$ cat src/servo_node_pkg.sv
`default_nettype none
package servo_node_pkg;
  // Register byte offsets on the APB slave.
  localparam logic [7:0] ADDR_ID   = 8'h00;
  localparam logic [7:0] ADDR_SVC  = 8'h04;
  localparam logic [7:0] ADDR_RES  = 8'h08;
  localparam logic [7:0] ADDR_STAT = 8'h0C;
  localparam logic [7:0] ADDR_TLIM = 8'h10;
  localparam logic [7:0] ADDR_POS  = 8'h14;
  localparam logic [7:0] ADDR_ECHO = 8'h18;
  // Service command fields.
  localparam int SVC_OP_LSB  = 8;
  localparam int SVC_RW_BIT  = 12;
  localparam int SVC_DIR_BIT = 13;
  localparam int SVC_MEM_LSB = 14;
  localparam int RES_DONE_BIT = 16;
  localparam int RES_ERR_BIT  = 17;
  localparam int ID_SEL_LSB   = 24;
  typedef enum logic [3:0] {
    OP_READ_ALARM = 4'h0, OP_ALARM_COUNT = 4'h1, OP_CLEAR_ALARM = 4'h2, OP_READ_WARN = 4'h3,
    OP_WARN_COUNT = 4'h4, OP_CLEAR_WARN = 4'h5, OP_MT_READ = 4'h6, OP_MT_CLEAR = 4'h7
  } op_e;
  localparam logic [1:0] MEM_ERROR_CODE = 2'h0;
  typedef enum logic [2:0] {
    NET_INACTIVE = 3'h0, NET_UNDISC = 3'h1, NET_DISC = 3'h2, NET_SYNQ = 3'h3, NET_LOST = 3'h4
  } net_state_e;
  // Encoder backup alarm and torque scale.
  localparam logic [15:0] ALARM_BACKUP = 16'h0810;
  localparam logic [15:0] TORQUE_FULL  = 16'h2710;
  // Timing: clock rate, blink rates in millihertz, display alternation in ms.
  localparam longint CLK_HZ    = 25_000_000;
  localparam longint BLINK_SLOW_MHZ = 370;
  localparam longint BLINK_MID_MHZ  = 750;
  localparam longint BLINK_FAST_MHZ = 1500;
  localparam longint ALT_MS    = 500;
  localparam int HALF_SLOW = int'(CLK_HZ * 1000 / (2 * BLINK_SLOW_MHZ));
  localparam int HALF_MID  = int'(CLK_HZ * 1000 / (2 * BLINK_MID_MHZ));
  localparam int HALF_FAST = int'(CLK_HZ * 1000 / (2 * BLINK_FAST_MHZ));
  localparam int ALT_CYC   = int'(CLK_HZ * ALT_MS / 1000);
  // Segment patterns, bit 0 is segment a.
  localparam logic [6:0] SEG_SERVO_OFF = 7'h40;
  localparam logic [6:0] SEG_SERVO_ON  = 7'h01;
  localparam logic [6:0] SEG_FWD_OT    = 7'h5C;
  localparam logic [6:0] SEG_REV_OT    = 7'h63;
  localparam logic [6:0] SEG_ALARM     = 7'h77;
  localparam logic [6:0] SEG_BLANK     = 7'h00;
  localparam logic [15:0][6:0] SEG_HEX = {7'h71, 7'h79, 7'h5E, 7'h39, 7'h7C, 7'h77, 7'h6F, 7'h7F,
                                          7'h07, 7'h7D, 7'h6D, 7'h66, 7'h4F, 7'h5B, 7'h06, 7'h3F};
endpackage : servo_node_pkg
`default_nettype wire

$ cat src/servo_node_cyclic_status.sv
// Operation
// RQ1: Identifier word carries both selectors, top digits.
// RQ2: Software re-reads identifier after selector change.
// RQ3: Link indicator follows port link state.
// RQ4: Repeater indicator pattern follows network state.
// RQ5: Receive indicator pattern follows network state.
// RQ6: Indicators depend only on network logic.
// RQ7: Before joining, only servo-off segment lit.
// RQ8: Alarm digits and overtravel shown alternately.
// RQ9: Torque demand accepted every cycle, 10000 full.
// RQ10: Amplifier enable demand steers servo enable.
// RQ11: Every response field refreshed each cycle.
// RQ12: Drive-ready gates the conditional status flags.
// RQ13: Encoder and power flags follow their sources.
// RQ14: Servo-on clear when PWM off or braking.
// RQ15: Torque-limit flag when reference exceeds limit.
// RQ16: Fault flag set on shutdown; cause via memory.
// RQ17: Position, torque echo, multi-turn returned each cycle.
// RQ18: Multi-turn data is sixteen bits.
// RQ19: Clear-alarm removes clearable alarms, may clear fault.
// RQ20: Alarm and warning read, count, clear commands.
// RQ21: Multi-turn clear resets turns and backup alarm.
// RQ22: Requests are direct commands or memory operations.
// RQ23: Controller sends one request per cycle.
// RQ24: New demand applied on the cyclic strobe.
// RQ25: Timing derives from the 25 MHz clock.
// RQ26: Blinks are half-duty divisions of the clock.
// RQ27: Unsupported command leaves state unchanged.
//
// Local design decisions: the address map and register access over APB.
`timescale 1ns/100ps
`default_nettype none
module servo_node_cyclic_status #(
  parameter int ALARMS    = 4,
  parameter int HALF_SLOW = servo_node_pkg::HALF_SLOW,
  parameter int HALF_MID  = servo_node_pkg::HALF_MID,
  parameter int HALF_FAST = servo_node_pkg::HALF_FAST,
  parameter int ALT_CYC   = servo_node_pkg::ALT_CYC
) (
  input  wire logic        clk,
  input  wire logic        rst,
  input  wire logic [7:0]  paddr,
  input  wire logic        psel,
  input  wire logic        penable,
  input  wire logic        pwrite,
  input  wire logic [31:0] pwdata,
  output logic      [31:0] prdata,
  output logic             pready,
  output logic             pslverr,
  input  wire logic [3:0]  first_rotary_selector,
  input  wire logic [3:0]  second_rotary_selector,
  input  wire logic [1:0]  link_up,
  input  wire logic [2:0]  net_state,
  input  wire logic        repeater_on,
  input  wire logic        cyclic_strobe,
  input  wire logic [15:0] torque_demand,
  input  wire logic        amp_enable_demand,
  input  wire logic        comm_active,
  input  wire logic        encoder_sync_ok,
  input  wire logic        motor_voltage_ok,
  input  wire logic        pwm_off,
  input  wire logic        dynamic_brake,
  input  wire logic        hw_enable,
  input  wire logic [15:0] torque_reference,
  input  wire logic [31:0] position_in,
  input  wire logic [15:0] multiturn_in,
  input  wire logic        alarm_event,
  input  wire logic [15:0] alarm_code,
  input  wire logic        alarm_clearable,
  input  wire logic        warning_event,
  input  wire logic [15:0] warning_code,
  input  wire logic        forward_overtravel,
  input  wire logic        reverse_overtravel,
  output logic      [1:0]  link_indicator,
  output logic             repeater_indicator,
  output logic             receive_indicator,
  output logic      [6:0]  segment,
  output logic      [15:0] torque_command,
  output logic             servo_enable,
  output logic             fault_line,
  output logic             multiturn_clear,
  output logic      [6:0]  resp_status,
  output logic      [31:0] resp_position,
  output logic      [15:0] resp_torque_echo,
  output logic      [15:0] resp_multiturn
);
  localparam int PW = $clog2(ALARMS);

  // Counters are 26 bits wide, so longer periods cannot be served.
  if (ALARMS < 2 || (ALARMS & (ALARMS - 1)) != 0 || HALF_SLOW < 1 || HALF_SLOW >= 2**26 ||
      HALF_MID < 1 || HALF_MID >= 2**26 || HALF_FAST < 1 || HALF_FAST >= 2**26 ||
      ALT_CYC < 1 || ALT_CYC >= 2**26) begin : g_bad
    $error("servo_node_cyclic_status: parameter out of range");
  end

  //////////////////////////////////////////////////////////////////////////////
  // APB slave: one wait state, answer registered.
  logic        acc;
  logic        wr_en;
  logic        hit;
  logic [31:0] rd_mux;
  logic [31:0] id_word;
  logic [31:0] svc_result;
  logic [15:0] torque_limit;
  assign acc   = psel & penable & ~pready;
  assign wr_en = psel & penable & pready & pwrite;
  assign hit   = paddr inside {servo_node_pkg::ADDR_ID, servo_node_pkg::ADDR_SVC, servo_node_pkg::ADDR_RES,
                               servo_node_pkg::ADDR_STAT, servo_node_pkg::ADDR_TLIM, servo_node_pkg::ADDR_POS,
                               servo_node_pkg::ADDR_ECHO};
  // Selectors are read live, so a changed switch shows on the next read.
  assign id_word = {first_rotary_selector, second_rotary_selector, 24'h00_0000}; // RQ1
  assign rd_mux  = (paddr == servo_node_pkg::ADDR_ID)   ? id_word :
                   (paddr == servo_node_pkg::ADDR_RES)  ? svc_result :
                   (paddr == servo_node_pkg::ADDR_STAT) ? {25'h000_0000, resp_status} :
                   (paddr == servo_node_pkg::ADDR_TLIM) ? {16'h0000, torque_limit} :
                   (paddr == servo_node_pkg::ADDR_POS)  ? resp_position :
                   (paddr == servo_node_pkg::ADDR_ECHO) ? {resp_multiturn, resp_torque_echo} : 32'h0000_0000;

  // Read data and error are captured in the cycle before pready rises.
  always_ff @(posedge clk or posedge rst) begin
    if (rst) begin
      pready  <= 1'b0;
      pslverr <= 1'b0;
      prdata  <= 32'h0000_0000;
    end else begin
      pready  <= acc;
      pslverr <= acc & ~hit;
      prdata  <= (acc & ~pwrite) ? rd_mux : 32'h0000_0000;
    end
  end

  //////////////////////////////////////////////////////////////////////////////
  // Service request decode; a write to the command register starts one.
  logic       svc_go;
  logic       is_direct;
  logic       rw;
  logic [3:0] op;
  logic [7:0] arg;
  logic       clr_alarm;
  logic       clr_warn;
  logic       mt_clr;
  logic       supported;
  assign svc_go    = wr_en & (paddr == servo_node_pkg::ADDR_SVC);
  assign is_direct = pwdata[servo_node_pkg::SVC_DIR_BIT]; // RQ22
  assign rw        = pwdata[servo_node_pkg::SVC_RW_BIT];
  assign op        = pwdata[servo_node_pkg::SVC_OP_LSB +: 4];
  assign arg       = pwdata[7:0];
  assign supported = is_direct ?
    ((op == servo_node_pkg::OP_READ_ALARM  && !rw) || (op == servo_node_pkg::OP_ALARM_COUNT && !rw) ||
     (op == servo_node_pkg::OP_CLEAR_ALARM &&  rw) || (op == servo_node_pkg::OP_READ_WARN) ||
     (op == servo_node_pkg::OP_WARN_COUNT  && !rw) || (op == servo_node_pkg::OP_CLEAR_WARN  && rw) ||
     (op == servo_node_pkg::OP_MT_READ) || (op == servo_node_pkg::OP_MT_CLEAR && rw)) :
    (pwdata[servo_node_pkg::SVC_MEM_LSB +: 2] == servo_node_pkg::MEM_ERROR_CODE && !rw);
  // State-changing commands fire only when fully supported.
  assign clr_alarm = svc_go & is_direct & supported & (op == servo_node_pkg::OP_CLEAR_ALARM); // RQ27
  assign clr_warn  = svc_go & is_direct & supported & (op == servo_node_pkg::OP_CLEAR_WARN); // RQ27
  assign mt_clr    = svc_go & is_direct & supported & (op == servo_node_pkg::OP_MT_CLEAR); // RQ27

  //////////////////////////////////////////////////////////////////////////////
  // Alarm and warning lists; a new event beats a clear in the same cycle.
  logic [ALARMS-1:0] alm_valid;
  logic [ALARMS-1:0] alm_clr;
  logic [ALARMS-1:0] wrn_valid;
  logic [15:0]       alm_code [ALARMS];
  logic [15:0]       wrn_code [ALARMS];
  logic [PW-1:0]     alm_ptr;
  logic [PW-1:0]     wrn_ptr;
  logic [PW-1:0]     last_alm;
  logic [15:0]       fault_code;
  for (genvar i = 0; i < ALARMS; i++) begin : g_list
    always_ff @(posedge clk or posedge rst) begin
      if (rst) begin
        alm_valid[i] <= 1'b0;
        alm_clr[i]   <= 1'b0;
        alm_code[i]  <= 16'h0000;
        wrn_valid[i] <= 1'b0;
        wrn_code[i]  <= 16'h0000;
      end else begin
        if (alarm_event && alm_ptr == PW'(i)) begin
          alm_valid[i] <= 1'b1;
          alm_clr[i]   <= alarm_clearable;
          alm_code[i]  <= alarm_code;
        end else if ((clr_alarm && alm_clr[i]) || (mt_clr && alm_code[i] == servo_node_pkg::ALARM_BACKUP)) begin
          alm_valid[i] <= 1'b0; // RQ19 RQ21
        end
        if (warning_event && wrn_ptr == PW'(i)) begin
          wrn_valid[i] <= 1'b1;
          wrn_code[i]  <= warning_code;
        end else if (clr_warn) begin
          wrn_valid[i] <= 1'b0; // RQ20
        end
      end
    end
  end

  // Pointers wrap, so the oldest entry is overwritten once the list is full.
  always_ff @(posedge clk or posedge rst) begin
    if (rst) begin
      alm_ptr    <= '0;
      wrn_ptr    <= '0;
      last_alm   <= '0;
      fault_code <= 16'h0000;
    end else begin
      if (alarm_event) begin
        alm_ptr    <= alm_ptr + 1'b1;
        last_alm   <= alm_ptr;
        fault_code <= alarm_code;
      end
      if (warning_event) wrn_ptr <= wrn_ptr + 1'b1;
    end
  end

  //////////////////////////////////////////////////////////////////////////////
  // Fault, servo enable, service results.
  logic        no_hard_left;
  logic        next_fault;
  logic        amp_en;
  logic [15:0] svc_data;
  logic [15:0] abs_ref;
  assign no_hard_left = ~|(alm_valid & ~alm_clr);
  assign next_fault   = alarm_event ? 1'b1 : (clr_alarm && no_hard_left) ? 1'b0 : fault_line; // RQ16 RQ19
  assign abs_ref      = torque_reference[15] ? 16'(-torque_reference) : torque_reference;
  assign svc_data = !is_direct ? fault_code : // RQ16
                    (op == servo_node_pkg::OP_READ_ALARM)  ? alm_code[arg[PW-1:0]] :
                    (op == servo_node_pkg::OP_ALARM_COUNT) ? 16'($countones(alm_valid)) :
                    (op == servo_node_pkg::OP_READ_WARN)   ? wrn_code[arg[PW-1:0]] :
                    (op == servo_node_pkg::OP_WARN_COUNT)  ? 16'($countones(wrn_valid)) :
                    (op == servo_node_pkg::OP_MT_READ)     ? multiturn_in : 16'h0000; // RQ18 RQ20

  // The enable drops at once on braking or PWM off; it returns only with every condition met.
  always_ff @(posedge clk or posedge rst) begin
    if (rst) begin
      fault_line      <= 1'b0;
      servo_enable    <= 1'b0;
      amp_en          <= 1'b0;
      torque_command  <= 16'h0000;
      torque_limit    <= servo_node_pkg::TORQUE_FULL;
      multiturn_clear <= 1'b0;
      svc_result      <= 32'h0000_0000;
    end else begin
      fault_line      <= next_fault;
      servo_enable    <= amp_en & hw_enable & ~next_fault & ~pwm_off & ~dynamic_brake; // RQ10 RQ14 RQ19
      multiturn_clear <= mt_clr; // RQ21
      if (cyclic_strobe) begin
        amp_en         <= amp_enable_demand; // RQ24 RQ10
        torque_command <= torque_demand; // RQ9
      end
      if (wr_en && paddr == servo_node_pkg::ADDR_TLIM) torque_limit <= pwdata[15:0];
      if (svc_go) svc_result <= {14'h0000, ~supported, 1'b1, supported ? svc_data : 16'h0000};
    end
  end

  //////////////////////////////////////////////////////////////////////////////
  // Cyclic response buffer, refreshed on every strobe.
  logic       drive_ready;
  logic [6:0] next_status;
  assign drive_ready = comm_active;
  assign next_status = {fault_line, |wrn_valid,
                        drive_ready & (abs_ref > torque_limit), // RQ15
                        drive_ready & servo_enable, // RQ14
                        drive_ready & motor_voltage_ok, drive_ready & encoder_sync_ok, // RQ13
                        drive_ready}; // RQ12

  // The buffer only moves on the strobe, so a reader sees one coherent cycle.
  always_ff @(posedge clk or posedge rst) begin
    if (rst) begin
      resp_status      <= 7'h00;
      resp_position    <= 32'h0000_0000;
      resp_torque_echo <= 16'h0000;
      resp_multiturn   <= 16'h0000;
    end else if (cyclic_strobe) begin
      resp_status      <= next_status; // RQ11
      resp_position    <= position_in; // RQ17
      resp_torque_echo <= torque_command; // RQ17
      resp_multiturn   <= multiturn_in; // RQ18
    end
  end

  //////////////////////////////////////////////////////////////////////////////
  // Blink generators: each toggles at its half period, giving half duty.
  localparam int HALF [3] = '{HALF_SLOW, HALF_MID, HALF_FAST};
  logic [2:0] blink;
  for (genvar b = 0; b < 3; b++) begin : g_blink
    logic [25:0] cnt;
    always_ff @(posedge clk or posedge rst) begin
      if (rst) begin
        cnt      <= 26'h000_0000;
        blink[b] <= 1'b0;
      end else if (cnt == 26'(HALF[b] - 1)) begin
        cnt      <= 26'h000_0000;
        blink[b] <= ~blink[b]; // RQ26 RQ25
      end else begin
        cnt <= cnt + 26'h000_0001;
      end
    end
  end

  // Indicators look only at link and network state, never at drive state.
  always_ff @(posedge clk or posedge rst) begin
    if (rst) begin
      link_indicator     <= 2'b00;
      repeater_indicator <= 1'b0;
      receive_indicator  <= 1'b0;
    end else begin
      link_indicator <= link_up; // RQ3 RQ6
      case (net_state)
        servo_node_pkg::NET_SYNQ: begin
          repeater_indicator <= repeater_on; // RQ4
          receive_indicator  <= 1'b1; // RQ5
        end
        servo_node_pkg::NET_DISC: begin
          repeater_indicator <= repeater_on & blink[1]; // RQ4
          receive_indicator  <= blink[1]; // RQ5
        end
        servo_node_pkg::NET_LOST: begin
          repeater_indicator <= repeater_on & blink[2]; // RQ4
          receive_indicator  <= blink[2]; // RQ5
        end
        servo_node_pkg::NET_UNDISC: begin
          repeater_indicator <= 1'b0;
          receive_indicator  <= blink[0]; // RQ5
        end
        default: begin
          repeater_indicator <= 1'b0;
          receive_indicator  <= 1'b0;
        end
      endcase
    end
  end

  //////////////////////////////////////////////////////////////////////////////
  // Seven-segment display with a slow alternation phase.
  logic        joined;
  logic [25:0] alt_cnt;
  logic [1:0]  phase;
  logic [15:0] shown;
  logic [6:0]  next_segment;
  assign shown = alm_code[last_alm];
  assign next_segment =
    !joined ? servo_node_pkg::SEG_SERVO_OFF : // RQ7
    |alm_valid ? ((phase == 2'd0) ? servo_node_pkg::SEG_ALARM :
                  servo_node_pkg::SEG_HEX[shown[4*(3-phase) +: 4]]) : // RQ8
    forward_overtravel ? (phase[0] ? servo_node_pkg::SEG_FWD_OT : servo_node_pkg::SEG_BLANK) : // RQ8
    reverse_overtravel ? (phase[0] ? servo_node_pkg::SEG_REV_OT : servo_node_pkg::SEG_BLANK) : // RQ8
    servo_enable ? servo_node_pkg::SEG_SERVO_ON : servo_node_pkg::SEG_SERVO_OFF;

  // Joining is sticky: a later loss of sync keeps status shown, not the power-up face.
  always_ff @(posedge clk or posedge rst) begin
    if (rst) begin
      joined  <= 1'b0;
      alt_cnt <= 26'h000_0000;
      phase   <= 2'd0;
      segment <= servo_node_pkg::SEG_BLANK;
    end else begin
      if (net_state == servo_node_pkg::NET_SYNQ) joined <= 1'b1;
      if (alt_cnt == 26'(ALT_CYC - 1)) begin
        alt_cnt <= 26'h000_0000;
        phase   <= phase + 2'd1;
      end else begin
        alt_cnt <= alt_cnt + 26'h000_0001;
      end
      segment <= next_segment;
    end
  end
endmodule : servo_node_cyclic_status
`default_nettype wire

$ cat config.mk
export PLATFORM = sky130hd
export DESIGN_NAME = servo_node_cyclic_status
export DESIGN_NICKNAME = d
export VERILOG_FILES = /design/src/servo_node_pkg.sv /design/src/servo_node_cyclic_status.sv
export SDC_FILE = /design/constraint.sdc
export NUM_CORES = 1
export LEC_CHECK = 0
export BUFFER_PORTS_ARGS = -buffer_cell sky130_fd_sc_hd__buf_4
export CORE_ASPECT_RATIO = 0.7
export CORE_MARGIN = 4
export CORE_UTILIZATION = 40
export CTS_CLUSTER_DIAMETER = 120
export CTS_CLUSTER_SIZE = 20
export DETAILED_ROUTE_END_ITERATION = 12
export PLACE_DENSITY = 0.64
export SLEW_MARGIN = 10
export SYNTH_ARGS = -nofsm -noshare
export SYNTH_HDL_FRONTEND = slang
export SYNTH_SLANG_ARGS = --single-unit
export TNS_END_PERCENT = 5
$ cat constraint.sdc
create_clock -name clk -period 15.1 [get_ports clk]
set_clock_uncertainty 0.15 [all_clocks]
set_input_delay 1.51 -clock clk [delete_from_list [all_inputs] [get_ports clk]]
set_output_delay 1.51 -clock clk [all_outputs]
set_load 0.02 [all_outputs]
# Word level (Yosys, flattened, before mapping)
# Memories as Yosys holds them, arrays and structs flattened.
# Index checks and enable logic that the tools add are counted.
[op_classes]
n_lt_le_gt_ge = 4
n_eq_ne = 31
reduce_logical = 56
n_mux = 55
n_addsub = 15
n_bitwise = 36
shifts = 1
[ops]
columns = ["cell", "n"]
rows = [
  ["$mux 16", 14],
  ["$mux 32", 7],
  ["$add 26x1->26 const B", 4],
  ["$mux 26", 4],
  ["$bmux 16 s2", 3],
  ["$eq 16x12->1 const B", 4],
  ["$mux 7", 9],
  ["$eq 26x24->1 const B", 2],
  ["$shiftx 16x33->4", 1],
  ["$eq 26x23->1 const B", 1],
  ["$eq 26x26->1 const B", 1],
  ["$logic_and 1x1->1", 25],
  ["$eq 8x5->1 const B", 3],
  ["$and 1x1->1", 22],
  ["$eq 4x3->1 const B", 4],
  ["$eq 8x4->1 const B", 2],
  ["$gt 16x16->1", 1],
  ["$mux 1", 16],
  ["$neg 16->16", 1],
  ["$reduce_bool 2->1", 8],
  ["$reduce_or 4->1", 3],
  ["$logic_or 1x1->1", 11],
  ["$not 1->1", 10],
  ["$add 1x1->2", 4],
  ["other kinds (23)", 38],
]
[word_totals]
regBits = 442
memories = 1
input_bits = 184
mem_bits_ro = 112
elab_cells = 250
out_inout_bits = 135
[mem_list]
columns = ["memory", "depth", "word_bits", "read_ports", "rd_ports_with_merged_regs", "wr", "line_no", "rtl"]
rows = [
  ["(no name shown)", 16, 7, 1, 0, 0, "servo_node_cyclic_status.sv:342", "servo_node_pkg::SEG_HEX[shown[4*(3-phase) +: 4]]) :"],
]

# Longest topological paths before layout
# Gate-level depths: netlist of run 1.
[depth]
word_depth = 19
mapped_depth = 13
mapped_depth_nobuf = 13

# Least setup slack after synthesis of run 1
# Ideal clock, no wire load.
[synth_timing]
path_type = "input -> register"
from = "input torque_reference[7]"
to = "register resp_status[4]"
arrival_time_ps = 3896
cell_stages = 11
path_buffers = 0
slack_ps = 10916
setup_time_ps = 138
required_ps = 14812
cell_sequence = "or4_1 o31ai_1 xnor2_1 ha_1 a21o_1 a21o_1 a211oi_1 o21bai_1 a21o_1 a221oi_1 o32ai_1"
[synth_via]
elab_chain_len = 4
[synth_lines]
columns = ["item", "line_no", "rtl"]
rows = [
  ["from (decl)", "servo_node_cyclic_status.sv:64", "input wire logic [15:0] torque_reference,"],
  ["$neg 16->16", "servo_node_cyclic_status.sv:222", "assign abs_ref = torque_reference[15] ? 16'(-torque_reference) : torque_reference;"],
  ["$mux 16 (*)", "servo_node_cyclic_status.sv:222", ""],
  ["$gt 16x16->1 (*)", "servo_node_cyclic_status.sv:259", "drive_ready & (abs_ref > torque_limit),"],
  ["$and 1x1->1 (*)", "servo_node_cyclic_status.sv:259", ""],
  ["to (signal assigned)", "servo_node_cyclic_status.sv:272", "resp_status <= next_status;"],
  ["to (decl)", "servo_node_cyclic_status.sv:82", "output logic [6:0] resp_status,"],
]
# Every way passes the cells marked *; elsewhere a longest branch is shown, timed or not.
# A chain may end at the register's enable or synchronous reset.

# Final worst setup path of run 1
# Ends and elaborated chain as after synthesis.

==> impl_metrics.py, run 1 <==
metrics = {
    "pwr": {
        "pwr-share-comb": 0.273,
        "seqPwrFrac": 0.495,
        "p_sw_mw": 1.01,
        "peakVddDrop_uv": 96.7,
        "power.internal_mw": 2.24,
        "power_density_nw_per_um2": 131,
        "leakagePower_nw": 11.2,
        "netSwitchingFraction": 0.310,
        "clockPowerShare": 0.232,
    },
    "floorplanning": {
        "die-height_um": 200,
        "die_x_um": 283,
        "core_area_um2": 52300,
        "rows": 70,
        "initial_core_util": 0.404,
        "ios": 319,
        "die-area_um2": 56600,
    },
    "critical_path": {
        "cpMostUsedCell": "a21o_1",
        "reg2reg_to": "segment[3]$_DFF_PP0_",
        "rr_startpoint": "last_alm[1]$_DFFE_PP0P_",
        "max_stage_delay_ns": 0.55,
        "worstPathCellList": "buf_4, or4_1, o31ai_1, xnor2_1, ha_1, a21o_1, a21o_1, a211oi_1, o21bai_1, a21o_1, a221oi_1, o32ai_1",
        "crit_type": "input port to flop",
        "reg2regPathDepth": 7,
        "cp_max_fo": 3,
        "cpLargestDelayFamily": "compound AO/OA/AOI/OAI gates",
        "cp.depth": 12,
        "worst-path-buf-inv": 1,
        "crit_required_ns": 15.38,
        "critPathSlowestCell": "or4_1",
        "rrSetupSlack_ns": 11.66,
        "cp-start-kind": "input port",
        "end_kind": "flop",
        "crit_path_end": "resp_status[4]$_DFFE_PP0P_",
        "worstSetupStartpoint": "torque_reference[7]",
        "cp.arrival_ns": 4.39,
    },
    "timing": {
        "tightest_slew_ns": 1.23,
        "setup_violations": 0,
        "drv_slew": 0,
        "fin_crit_sh": 0.272,
        "min_period_ns": 4.10,
        "clock.fmax_mhz": 244,
        "hold_viol": 0,
        "relSlewSlack": 0.182,
        "grt_setup_unrepaired": "no",
        "tns_ns": 0,
    },
    "clock_tree": {
        "cts_tree": "yes",
        "cts.root.buffer_cell": "clkbuf_16",
        "holdBufCountCts": 0,
        "cts_resized": 0,
        "clock-sinks": 442,
        "numCtsBuffers": 26,
        "cts_setup_buffers": 0,
        "clockBufferDepth": 3,
        "clkTransAtPathRegs_ns": 0.09,
        "cts_max_level": 1,
        "clock_latency_ns": 0.58,
    },
    "run": {
        "maxCapViolCount": 0,
    },
    "min_path": {
        "hp-class": "flop to flop",
    },
    "placed_design": {
        "port_buffers": 302,
        "dp_hpwl_um": 43500,
        "place_area_um2": 24000,
        "place.gp.congestion": 0.894,
    },
    "route": {
        "drtIter0Drc": 1239,
        "dr.pass1.iters": 6,
        "post_drt_wl_per_cell_um": 21.7,
        "ant_nets": 0,
        "vias": 15000,
        "remaining_drc_errors": 0,
        "vias_per_cell": 5.53,
        "wirelength_um": 58600,
    },
    "global_routing": {
        "antenna_found_initial": 9,
        "grt_pass1_wl_um": 90000,
        "grt_start_max_net_pins": 179,
        "grt_use_total": 0.202,
        "grt_pass1_vias": 14900,
        "gr-total-overflow": 0,
    },
    "synthesis": {
        "synth_warnings": 0,
        "syn_inst": 1741,
        "async_flop_share": 1.00,
        "synth_area_um2": 21100,
        "synth_seq_area_share": 0.524,
        "synth_nets": 1971,
        "netlist_top_cells_count": "dfrtp_1, mux2_2, nor2_1",
        "ys_types": 74,
        "ys_dominant_reg_cell": "dfrtp_1",
        "yosysMostFrequentCell": "dfrtp_1",
        "synth_edf_count": 0,
        "syn_area_per_cell_um2": 12.1,
        "yosysTopAreaCell": "dfrtp_1",
        "synth_seq_cells": 442,
        "synth_top_area_share": 0.517,
        "synth_area_leaders": "dfrtp_1, mux2_2, mux4_2",
    },
    "cells_and_area": {
        "stdcell_area_um2": 24800,
        "utilization": 0.474,
        "syn_to_final_growth_pct": 17.3,
        "finalNetCount": 2233,
        "drive_gt1_frac": 0.320,
    },
    "status": {
        "outcome": "finished, final reports clean",
    },
}
==> metrics by stage <==
stage / hold WS [ns] / instances / power (mW) / setup WS [ns]
2_1_floorplan: 0.285 / 1741 / 2.22 / 1.13
3_3_place_gp: 0.304 / 2659 / 2.47 / 10.49
3_5_place_dp: 0.313 / 2659 / 2.52 / 10.42
4_1_cts: 0.334 / 2707 / 3.27 / 11.04
5_1_grt: 0.344 / 2708 / 3.41 / 10.85
6_report: 0.329 / 2708 / 3.25 / 11.00
==> cell type report <==
type	instances	area, um2
multi-input cells	1163	9520
clock buffers	47	761
inverters	58	225
fillers	4697	27500
diodes	1	2.50
flip-flops and latches	442	11100
clock inverters	1	16.3
repair buffers	312	2350
well taps	684	856
==> power by group through the flow <==
stage	clock, mW	sequential (mW)	combinational [mW]
after floorplan	0	1.57	0.655
after global placement	0	1.61	0.856
after detailed placement	0	1.63	0.887
after CTS	0.775	1.60	0.891
after global routing	0.819	1.64	0.957
final	0.755	1.61	0.887
==> routing by layer <==
metal / vias to the layer above / GRT usage / share of wire
met3: 78 / 0.0569 / 0.084
met4: 6 / 0.0403 / 0.019
met2: 479 / 0.296 / 0.44
met1: 7636 / 0.300 / 0.46
li1: 6764 / - / -
met5: - / 0 / 0.00061
==> cell families after synthesis <==
family	count (synthesis)	synth area share
compound gates	211	0.0661
xor+xnor	113	0.0468
fa+ha+maj	46	0.0279
buf+inv	136	0.0276
flops	442	0.524
mux	323	0.197
simple gates	470	0.111
==> cells in the final DEF (no fill, tap or decap), types with 28 or more instances in the layout <==
master and count:
a21oi_1 34, buf_4 311, nand4_1 28, nand3_1 49, o21ai_0 60, xnor2_1 58, ha_1 44, mux4_2 38
xor2_1 55, mux2i_1 35, dfrtp_1 437, inv_1 57, nand2_1 115, nor2_1 135, mux2_2 240
==> registers in the layout, summed over array words and instances (netlist names), 16 cells and up <==
name              cells
g_blink.cnt          78
alm_code             64
wrn_code             64
prdata               32
resp_position        32
alt_cnt              26
svc_result           18
fault_code           16
resp_multiturn       16
resp_torque_echo     16
torque_command       16
torque_limit         16
==> worst reg2reg max path, stage by stage, from the launching register on <==
cell and delay [ns]:
dfrtp_1 1.16, mux4_1 0.45, mux4_2 0.55, ha_1 0.31
mux2_4 0.29, mux2i_1 0.13, a21oi_1 0.09, nor2_1 0.21
==> how the worst min path moves through the flow <==
stage	startpoint	end	slack, ns	depth (start not counted)
detailed placement	svc_result[16]$_DFFE_PP0P_	svc_result[16]$_DFFE_PP0P_	0.31	1
global placement	svc_result[16]$_DFFE_PP0P_	svc_result[16]$_DFFE_PP0P_	0.30	1
CTS	alt_cnt[25]$_DFF_PP0_	alt_cnt[25]$_DFF_PP0_	0.33	1
global route	svc_result[16]$_DFFE_PP0P_	svc_result[16]$_DFFE_PP0P_	0.34	1
finish	alt_cnt[25]$_DFF_PP0_	alt_cnt[25]$_DFF_PP0_	0.33	1
floorplan	svc_result[16]$_DFFE_PP0P_	svc_result[16]$_DFFE_PP0P_	0.28	1
(Power assumes the default switching activity.)
==> run 2: changes to the inputs <==
- PLACE_DENSITY: 0.64 -> 0.67
- clock period: 15.1 -> 3.3 ns (I/O delays scaled with it)
==> run 2 against run 1 <==
  * Global-route usage grew 0.62 points
  * Final cell count up 5.8%
  * Highest routed layer unchanged
  * Register-to-register slack worse by 11 ns
  * Hold slack worse by 0.29 ns
  * Die area stayed put
==> impl_metrics.py, run 2 (same netlist as run 1, synthesis figures left out) <==
metrics = {
    "critical_path": {
        "cp.arrival_ns": 3.47,
        "cp_max_fo": 13,
        "end_kind": "flop",
        "crit_type": "flop to flop",
        "cp-start-kind": "flop",
        "worst-path-buf-inv": 1,
        "crit_required_ns": 3.65,
        "cpLargestDelayFamily": "multiplexers",
        "worstPathCellList": "mux4_1, mux4_2, inv_1, ha_1, mux2_4, mux2i_1, a21oi_1, nor2_1",
        "rrSetupSlack_ns": 0.18,
        "reg2regPathDepth": 8,
        "reg2reg_to": "segment[3]$_DFF_PP0_",
        "critPathSlowestCell": "dfrtp_1",
        "rr_startpoint": "last_alm[0]$_DFFE_PP0P_",
        "max_stage_delay_ns": 0.79,
    },
    "floorplanning": {
        "die-area_um2": 56600,
        "rows": 70,
        "die_x_um": 283,
        "die-height_um": 200,
        "core_area_um2": 52300,
        "initial_core_util": 0.404,
        "ios": 319,
    },
    "placed_design": {
        "place_area_um2": 24300,
        "placedCellCount": 2684,
        "place.gp.congestion": 0.902,
        "dp_hpwl_um": 44100,
        "port_buffers": 302,
    },
    "clock_tree": {
        "cts_max_level": 1,
        "numCtsBuffers": 26,
        "clkTransAtPathRegs_ns": 0.09,
        "cts_tree": "yes",
        "clock_latency_ns": 0.60,
        "cts_resized": 0,
        "clock-sinks": 442,
        "cts.root.buffer_cell": "clkbuf_16",
        "clockBufferDepth": 3,
    },
    "timing": {
        "hold_viol": 0,
        "fin_crit_sh": 0.946,
        "grt_setup_unrepaired": "no",
        "relSlewSlack": 0.312,
        "setup_violations": 0,
        "tightest_slew_ns": 1.03,
        "min_period_ns": 3.12,
        "drv_slew": 0,
        "clock.fmax_mhz": 320,
    },
    "route": {
        "vias": 15700,
        "drtIter0Drc": 1071,
        "vias_per_cell": 5.46,
        "ant_nets": 0,
        "remaining_drc_errors": 0,
        "dr.pass1.iters": 5,
        "post_drt_wl_per_cell_um": 21.0,
        "wirelength_um": 60100,
    },
    "cells_and_area": {
        "stdcell_area_um2": 26500,
        "fin_cells": 2866,
        "final_common_cell": "dfrtp_1",
        "finalNetCount": 2402,
        "final_cell_mix": "dfrtp_1, buf_4, mux2_2, dlygate4sd3_1, nor2_1",
        "largest_registers": "g_blink.cnt: 78 flops, alm_code: 64 flops, wrn_code: 64 flops",
        "drive_gt1_frac": 0.308,
        "syn_to_final_growth_pct": 25.2,
        "largest_reg_flops": 78,
        "regMostFlops": "g_blink.cnt",
    },
    "pwr": {
        "pwr-share-comb": 0.288,
        "power_density_nw_per_um2": 567,
        "leakagePower_nw": 11.9,
        "seqPwrFrac": 0.486,
        "p_sw_mw": 4.65,
        "power.internal_mw": 10.4,
        "peakVddDrop_uv": 466,
        "netSwitchingFraction": 0.310,
        "clockPowerShare": 0.226,
    },
    "global_routing": {
        "grt_use_total": 0.208,
        "grt_pass1_vias": 16000,
        "gr-total-overflow": 0,
        "antenna_found_initial": 9,
        "grt_start_max_net_pins": 82,
        "grt_pass1_wl_um": 93000,
    },
    "min_path": {
        "min_path_cells": 3,
        "min_to": "pslverr$_DFF_PP0_",
        "hp-class": "input port to flop",
        "hp-start": "paddr[4]",
    },
    "status": {
        "outcome": "finished, final reports clean",
    },
    "run": {
        "maxCapViolCount": 0,
    },
}
## run 2: cell count changes in the layout (fill, tap and decap cells not counted), sizes merged
cell         before  now
diode             1    2
bufinv            0    1
clkinv            0    1
buf             312  337
clkinvlp          0    1
inv              59   58
dlygate4sd3       0  144
clkbuf           47   33
## run 2: power by group through the flow
stage,Clock (mW),Combinational (mW),Sequential (mW)
2_1_floorplan,0,3.00,7.18
3_3_place_gp,0,4.00,7.30
3_5_place_dp,0,4.15,7.37
4_1_cts,3.48,4.31,7.27
5_1_grt,3.67,4.66,7.41
6_report,3.39,4.33,7.30
## run 2: what timing repair did
| action | in CTS | in global routing |
|---|---|---|
| setup buffers | 0 | 0 |
| endpoints found under the hold margin | 274 | 0 |
| hold buffers | 144 | 0 |
## run 2: metal layers
layer  global-route usage  vias up  share of wire
met5                    0        -        0.00081
li1                     -     7079              -
met1                0.302     7937           0.45
met4               0.0449       10          0.024
met2                0.315      531           0.44
met3               0.0553      102          0.081
## run 2: worst max-delay path by stage
stage	from	endpoint	slack, ns	cells past startpoint
6_report	last_alm[0]$_DFFE_PP0P_	segment[3]$_DFF_PP0_	0.18	8
5_1_grt	last_alm[0]$_DFFE_PP0P_	segment[3]$_DFF_PP0_	0.09	8
4_1_cts	last_alm[0]$_DFFE_PP0P_	segment[3]$_DFF_PP0_	0.21	8
3_5_place_dp	torque_reference[7]	resp_status[4]$_DFFE_PP0P_	-0.04	12
3_3_place_gp	torque_reference[7]	resp_status[4]$_DFFE_PP0P_	-0.02	12
2_1_floorplan	rst	alm_clr[0]$_DFFE_PP0P_	-3.15	1
## run 2: cell type report
class / count / area, um2
fillers: 4549 / 25800
diodes: 2 / 5.00
flip-flops and latches: 442 / 11100
repair buffers: 481 / 4060
clock buffers: 33 / 677
well taps: 684 / 856
multi-input cells: 1163 / 9510
clock inverters: 3 / 62.6
inverters: 58 / 221
## run 2: tightest hold or removal path, stage by stage
cell,delay (ns)
buf_4,0.11
nor3_4,0.06
nor4_1,0.24
## run 2: through the flow
step,TNS [ns],hold slack (ns),power (mW),utilization,setup slack (ns)
CTS,0,0.0242,15.1,0.506,0.211
detailed placement,-0.0357,0.291,11.5,0.464,-0.0357
global placement,-0.0213,0.291,11.3,0.464,-0.0213
finish,0,0.0410,15.0,0.506,0.179
floorplan,-1383.65,0.211,10.2,-,-3.15
global route,0,0.0601,15.7,0.506,0.0880
==> run 3: changes to the inputs <==
- BUFFER_PORTS_ARGS: -buffer_cell sky130_fd_sc_hd__buf_4 -> -buffer_cell sky130_fd_sc_hd__buf_2
- CAP_MARGIN: unset -> 20
==> run 3 against run 2 <==
  * First-iteration DRC count is 5.1% higher
  * Worst setup slack worse by 0.017 ns
  * Count of clock-buffer cells in the layout stayed put
  * Hold slack better by 0.028 ns
  * Fmax is 0.53% lower
  * Critical endpoint unchanged
  * Largest power group unchanged
==> impl_metrics.py, run 3 (same netlist as run 1, synthesis figures left out) <==
metrics = {
    "pwr": {
        "leakagePower_nw": 11.7,
        "power_density_nw_per_um2": 578,
        "peakVddDrop_uv": 486,
    },
    "cells_and_area": {
        "final_common_cell": "dfrtp_1",
        "largest_registers": "g_blink.cnt: 78 flops, alm_code: 64 flops, wrn_code: 64 flops",
        "seqCellArea_um2": 11100,
        "largest_reg_flops": 78,
        "drive_gt1_frac": 0.312,
        "final_cell_mix": "dfrtp_1, buf_2, mux2_2, dlygate4sd3_1, nor2_1",
        "fill_cells": 4514,
        "regMostFlops": "g_blink.cnt",
        "utilization": 0.493,
        "finalNetCount": 2411,
        "syn_to_final_growth_pct": 21.9,
        "multi_input_area_um2": 9510,
    },
    "global_routing": {
        "gr-total-overflow": 0,
        "grt_pass1_wl_um": 91900,
        "grt_start_max_net_pins": 100,
        "grt_pass1_vias": 16000,
        "antenna_found_initial": 11,
        "grt_use_total": 0.205,
    },
    "timing": {
        "grt_setup_unrepaired": "no",
        "relSlewSlack": 0.405,
        "hold_viol": 0,
        "clock.fmax_mhz": 319,
        "tightest_slew_ns": 0.890,
        "setup_violations": 0,
        "whs_ns": 0.0688,
        "min_period_ns": 3.14,
        "fin_crit_sh": 0.951,
        "drv_slew": 0,
    },
    "placed_design": {
        "dp_hpwl_um": 43800,
        "place.gp.congestion": 0.901,
        "port_buffers": 302,
    },
    "critical_path": {
        "reg2reg_to": "segment[3]$_DFF_PP0_",
        "cp.arrival_ns": 3.49,
        "rr_startpoint": "last_alm[0]$_DFFE_PP0P_",
        "cp-start-kind": "flop",
        "cp_max_fo": 13,
        "crit_type": "flop to flop",
        "end_kind": "flop",
        "reg2regPathDepth": 8,
        "rrSetupSlack_ns": 0.16,
        "crit_required_ns": 3.65,
    },
    "route": {
        "vias": 15700,
        "ant_nets": 0,
        "post_drt_wl_per_cell_um": 20.5,
        "drtIter0Drc": 1126,
        "wirelength_um": 59100,
        "dr.pass1.iters": 5,
        "remaining_drc_errors": 0,
        "vias_per_cell": 5.45,
    },
    "clock_tree": {
        "clock_latency_ns": 0.60,
        "cts_max_level": 1,
        "cts_tree": "yes",
        "clock-sinks": 442,
        "cts_setup_buffers": 0,
        "clkTransAtPathRegs_ns": 0.09,
        "clockBufferDepth": 3,
        "numCtsBuffers": 26,
        "cts.root.buffer_cell": "clkbuf_16",
    },
    "min_path": {
        "hp-class": "input port to flop",
        "hp-start": "paddr[4]",
        "min_to": "pslverr$_DFF_PP0_",
        "min_path_cells": 3,
    },
    "floorplanning": {
        "initial_core_util": 0.404,
        "die-height_um": 200,
        "die_x_um": 283,
        "ios": 319,
        "rows": 70,
        "die-area_um2": 56600,
        "core_area_um2": 52300,
    },
    "status": {
        "outcome": "finished, final reports clean",
    },
    "run": {
        "maxCapViolCount": 0,
    },
}
-- run 3: per-stage QoR --
step / setup TNS, ns / power, mW / instance area (um2) / setup slack, ns / std cells
after floorplan: -1383.65 / 10.2 / 21100 / -3.15 / 1741
after global placement: 0 / 11.2 / 23600 / 0.0118 / 2695
after detailed placement: -0.0194 / 11.4 / 23600 / -0.0194 / 2695
after CTS: 0 / 14.9 / 25700 / 0.213 / 2873
after global routing: 0 / 15.6 / 25800 / 0.0741 / 2876
final: 0 / 14.9 / 25800 / 0.162 / 2878
-- run 3: worst max path at each step --
stage                                       start                          to  slack (ns)  cells after the start
after floorplan                               rst      alm_clr[0]$_DFFE_PP0P_       -3.15                      1
final                     last_alm[0]$_DFFE_PP0P_        segment[3]$_DFF_PP0_        0.16                      8
after global routing      last_alm[0]$_DFFE_PP0P_        segment[3]$_DFF_PP0_        0.07                      8
after detailed placement      torque_reference[7]  resp_status[4]$_DFFE_PP0P_       -0.02                     12
after global placement        torque_reference[7]  resp_status[4]$_DFFE_PP0P_        0.01                     12
after CTS                 last_alm[0]$_DFFE_PP0P_        segment[3]$_DFF_PP0_        0.21                      8
-- run 3: cell type report --
cell class	instances	share of cell area
well taps	684	0.0332
flip-flops and latches	442	0.430
repair buffers	490	0.130
inverters	58	0.00860
diodes	5	0.000486
multi-input cells	1163	0.369
clock buffers	33	0.0263
clock inverters	3	0.00243
-- run 3: repair_timing --
action / 4_1_cts / 5_1_grt
hold buffers: 142 / 0
endpoints found under the setup margin: 0 / 0
gates resized for setup: 0 / 0
hold endpoints to repair: 266 / 0
-- run 3: power breakdown --
| part | leakage, nW | internal, mW | switching (mW) | total (mW) |
|---|---|---|---|---|
| logic | 5.90 | 2.29 | 1.90 | 4.19 |
| clock network | 0.357 | 1.53 | 1.86 | 3.39 |
| registers | 5.43 | 6.42 | 0.888 | 7.31 |
| total | 11.7 | 10.2 | 4.65 | 14.9 |
-- run 3: per-layer routing --
layer	wire length, um	share of wire	GRT usage	up-vias
li1	-	-	-	7113
met1	27200	0.46	0.302	7937
met2	25300	0.43	0.300	532
met3	4950	0.084	0.0550	109
met4	1590	0.027	0.0539	8
met5	48	0.00081	0	-
-- run 3: worst max-delay path, cell delays in order (launching register included) --
cell,delay [ns]
dfrtp_1,0.75
mux4_1,0.64
mux4_2,0.59
inv_1,0.15
ha_1,0.29
mux2_4,0.19
mux2i_1,0.07
a21oi_1,0.18
nor2_1,0.06
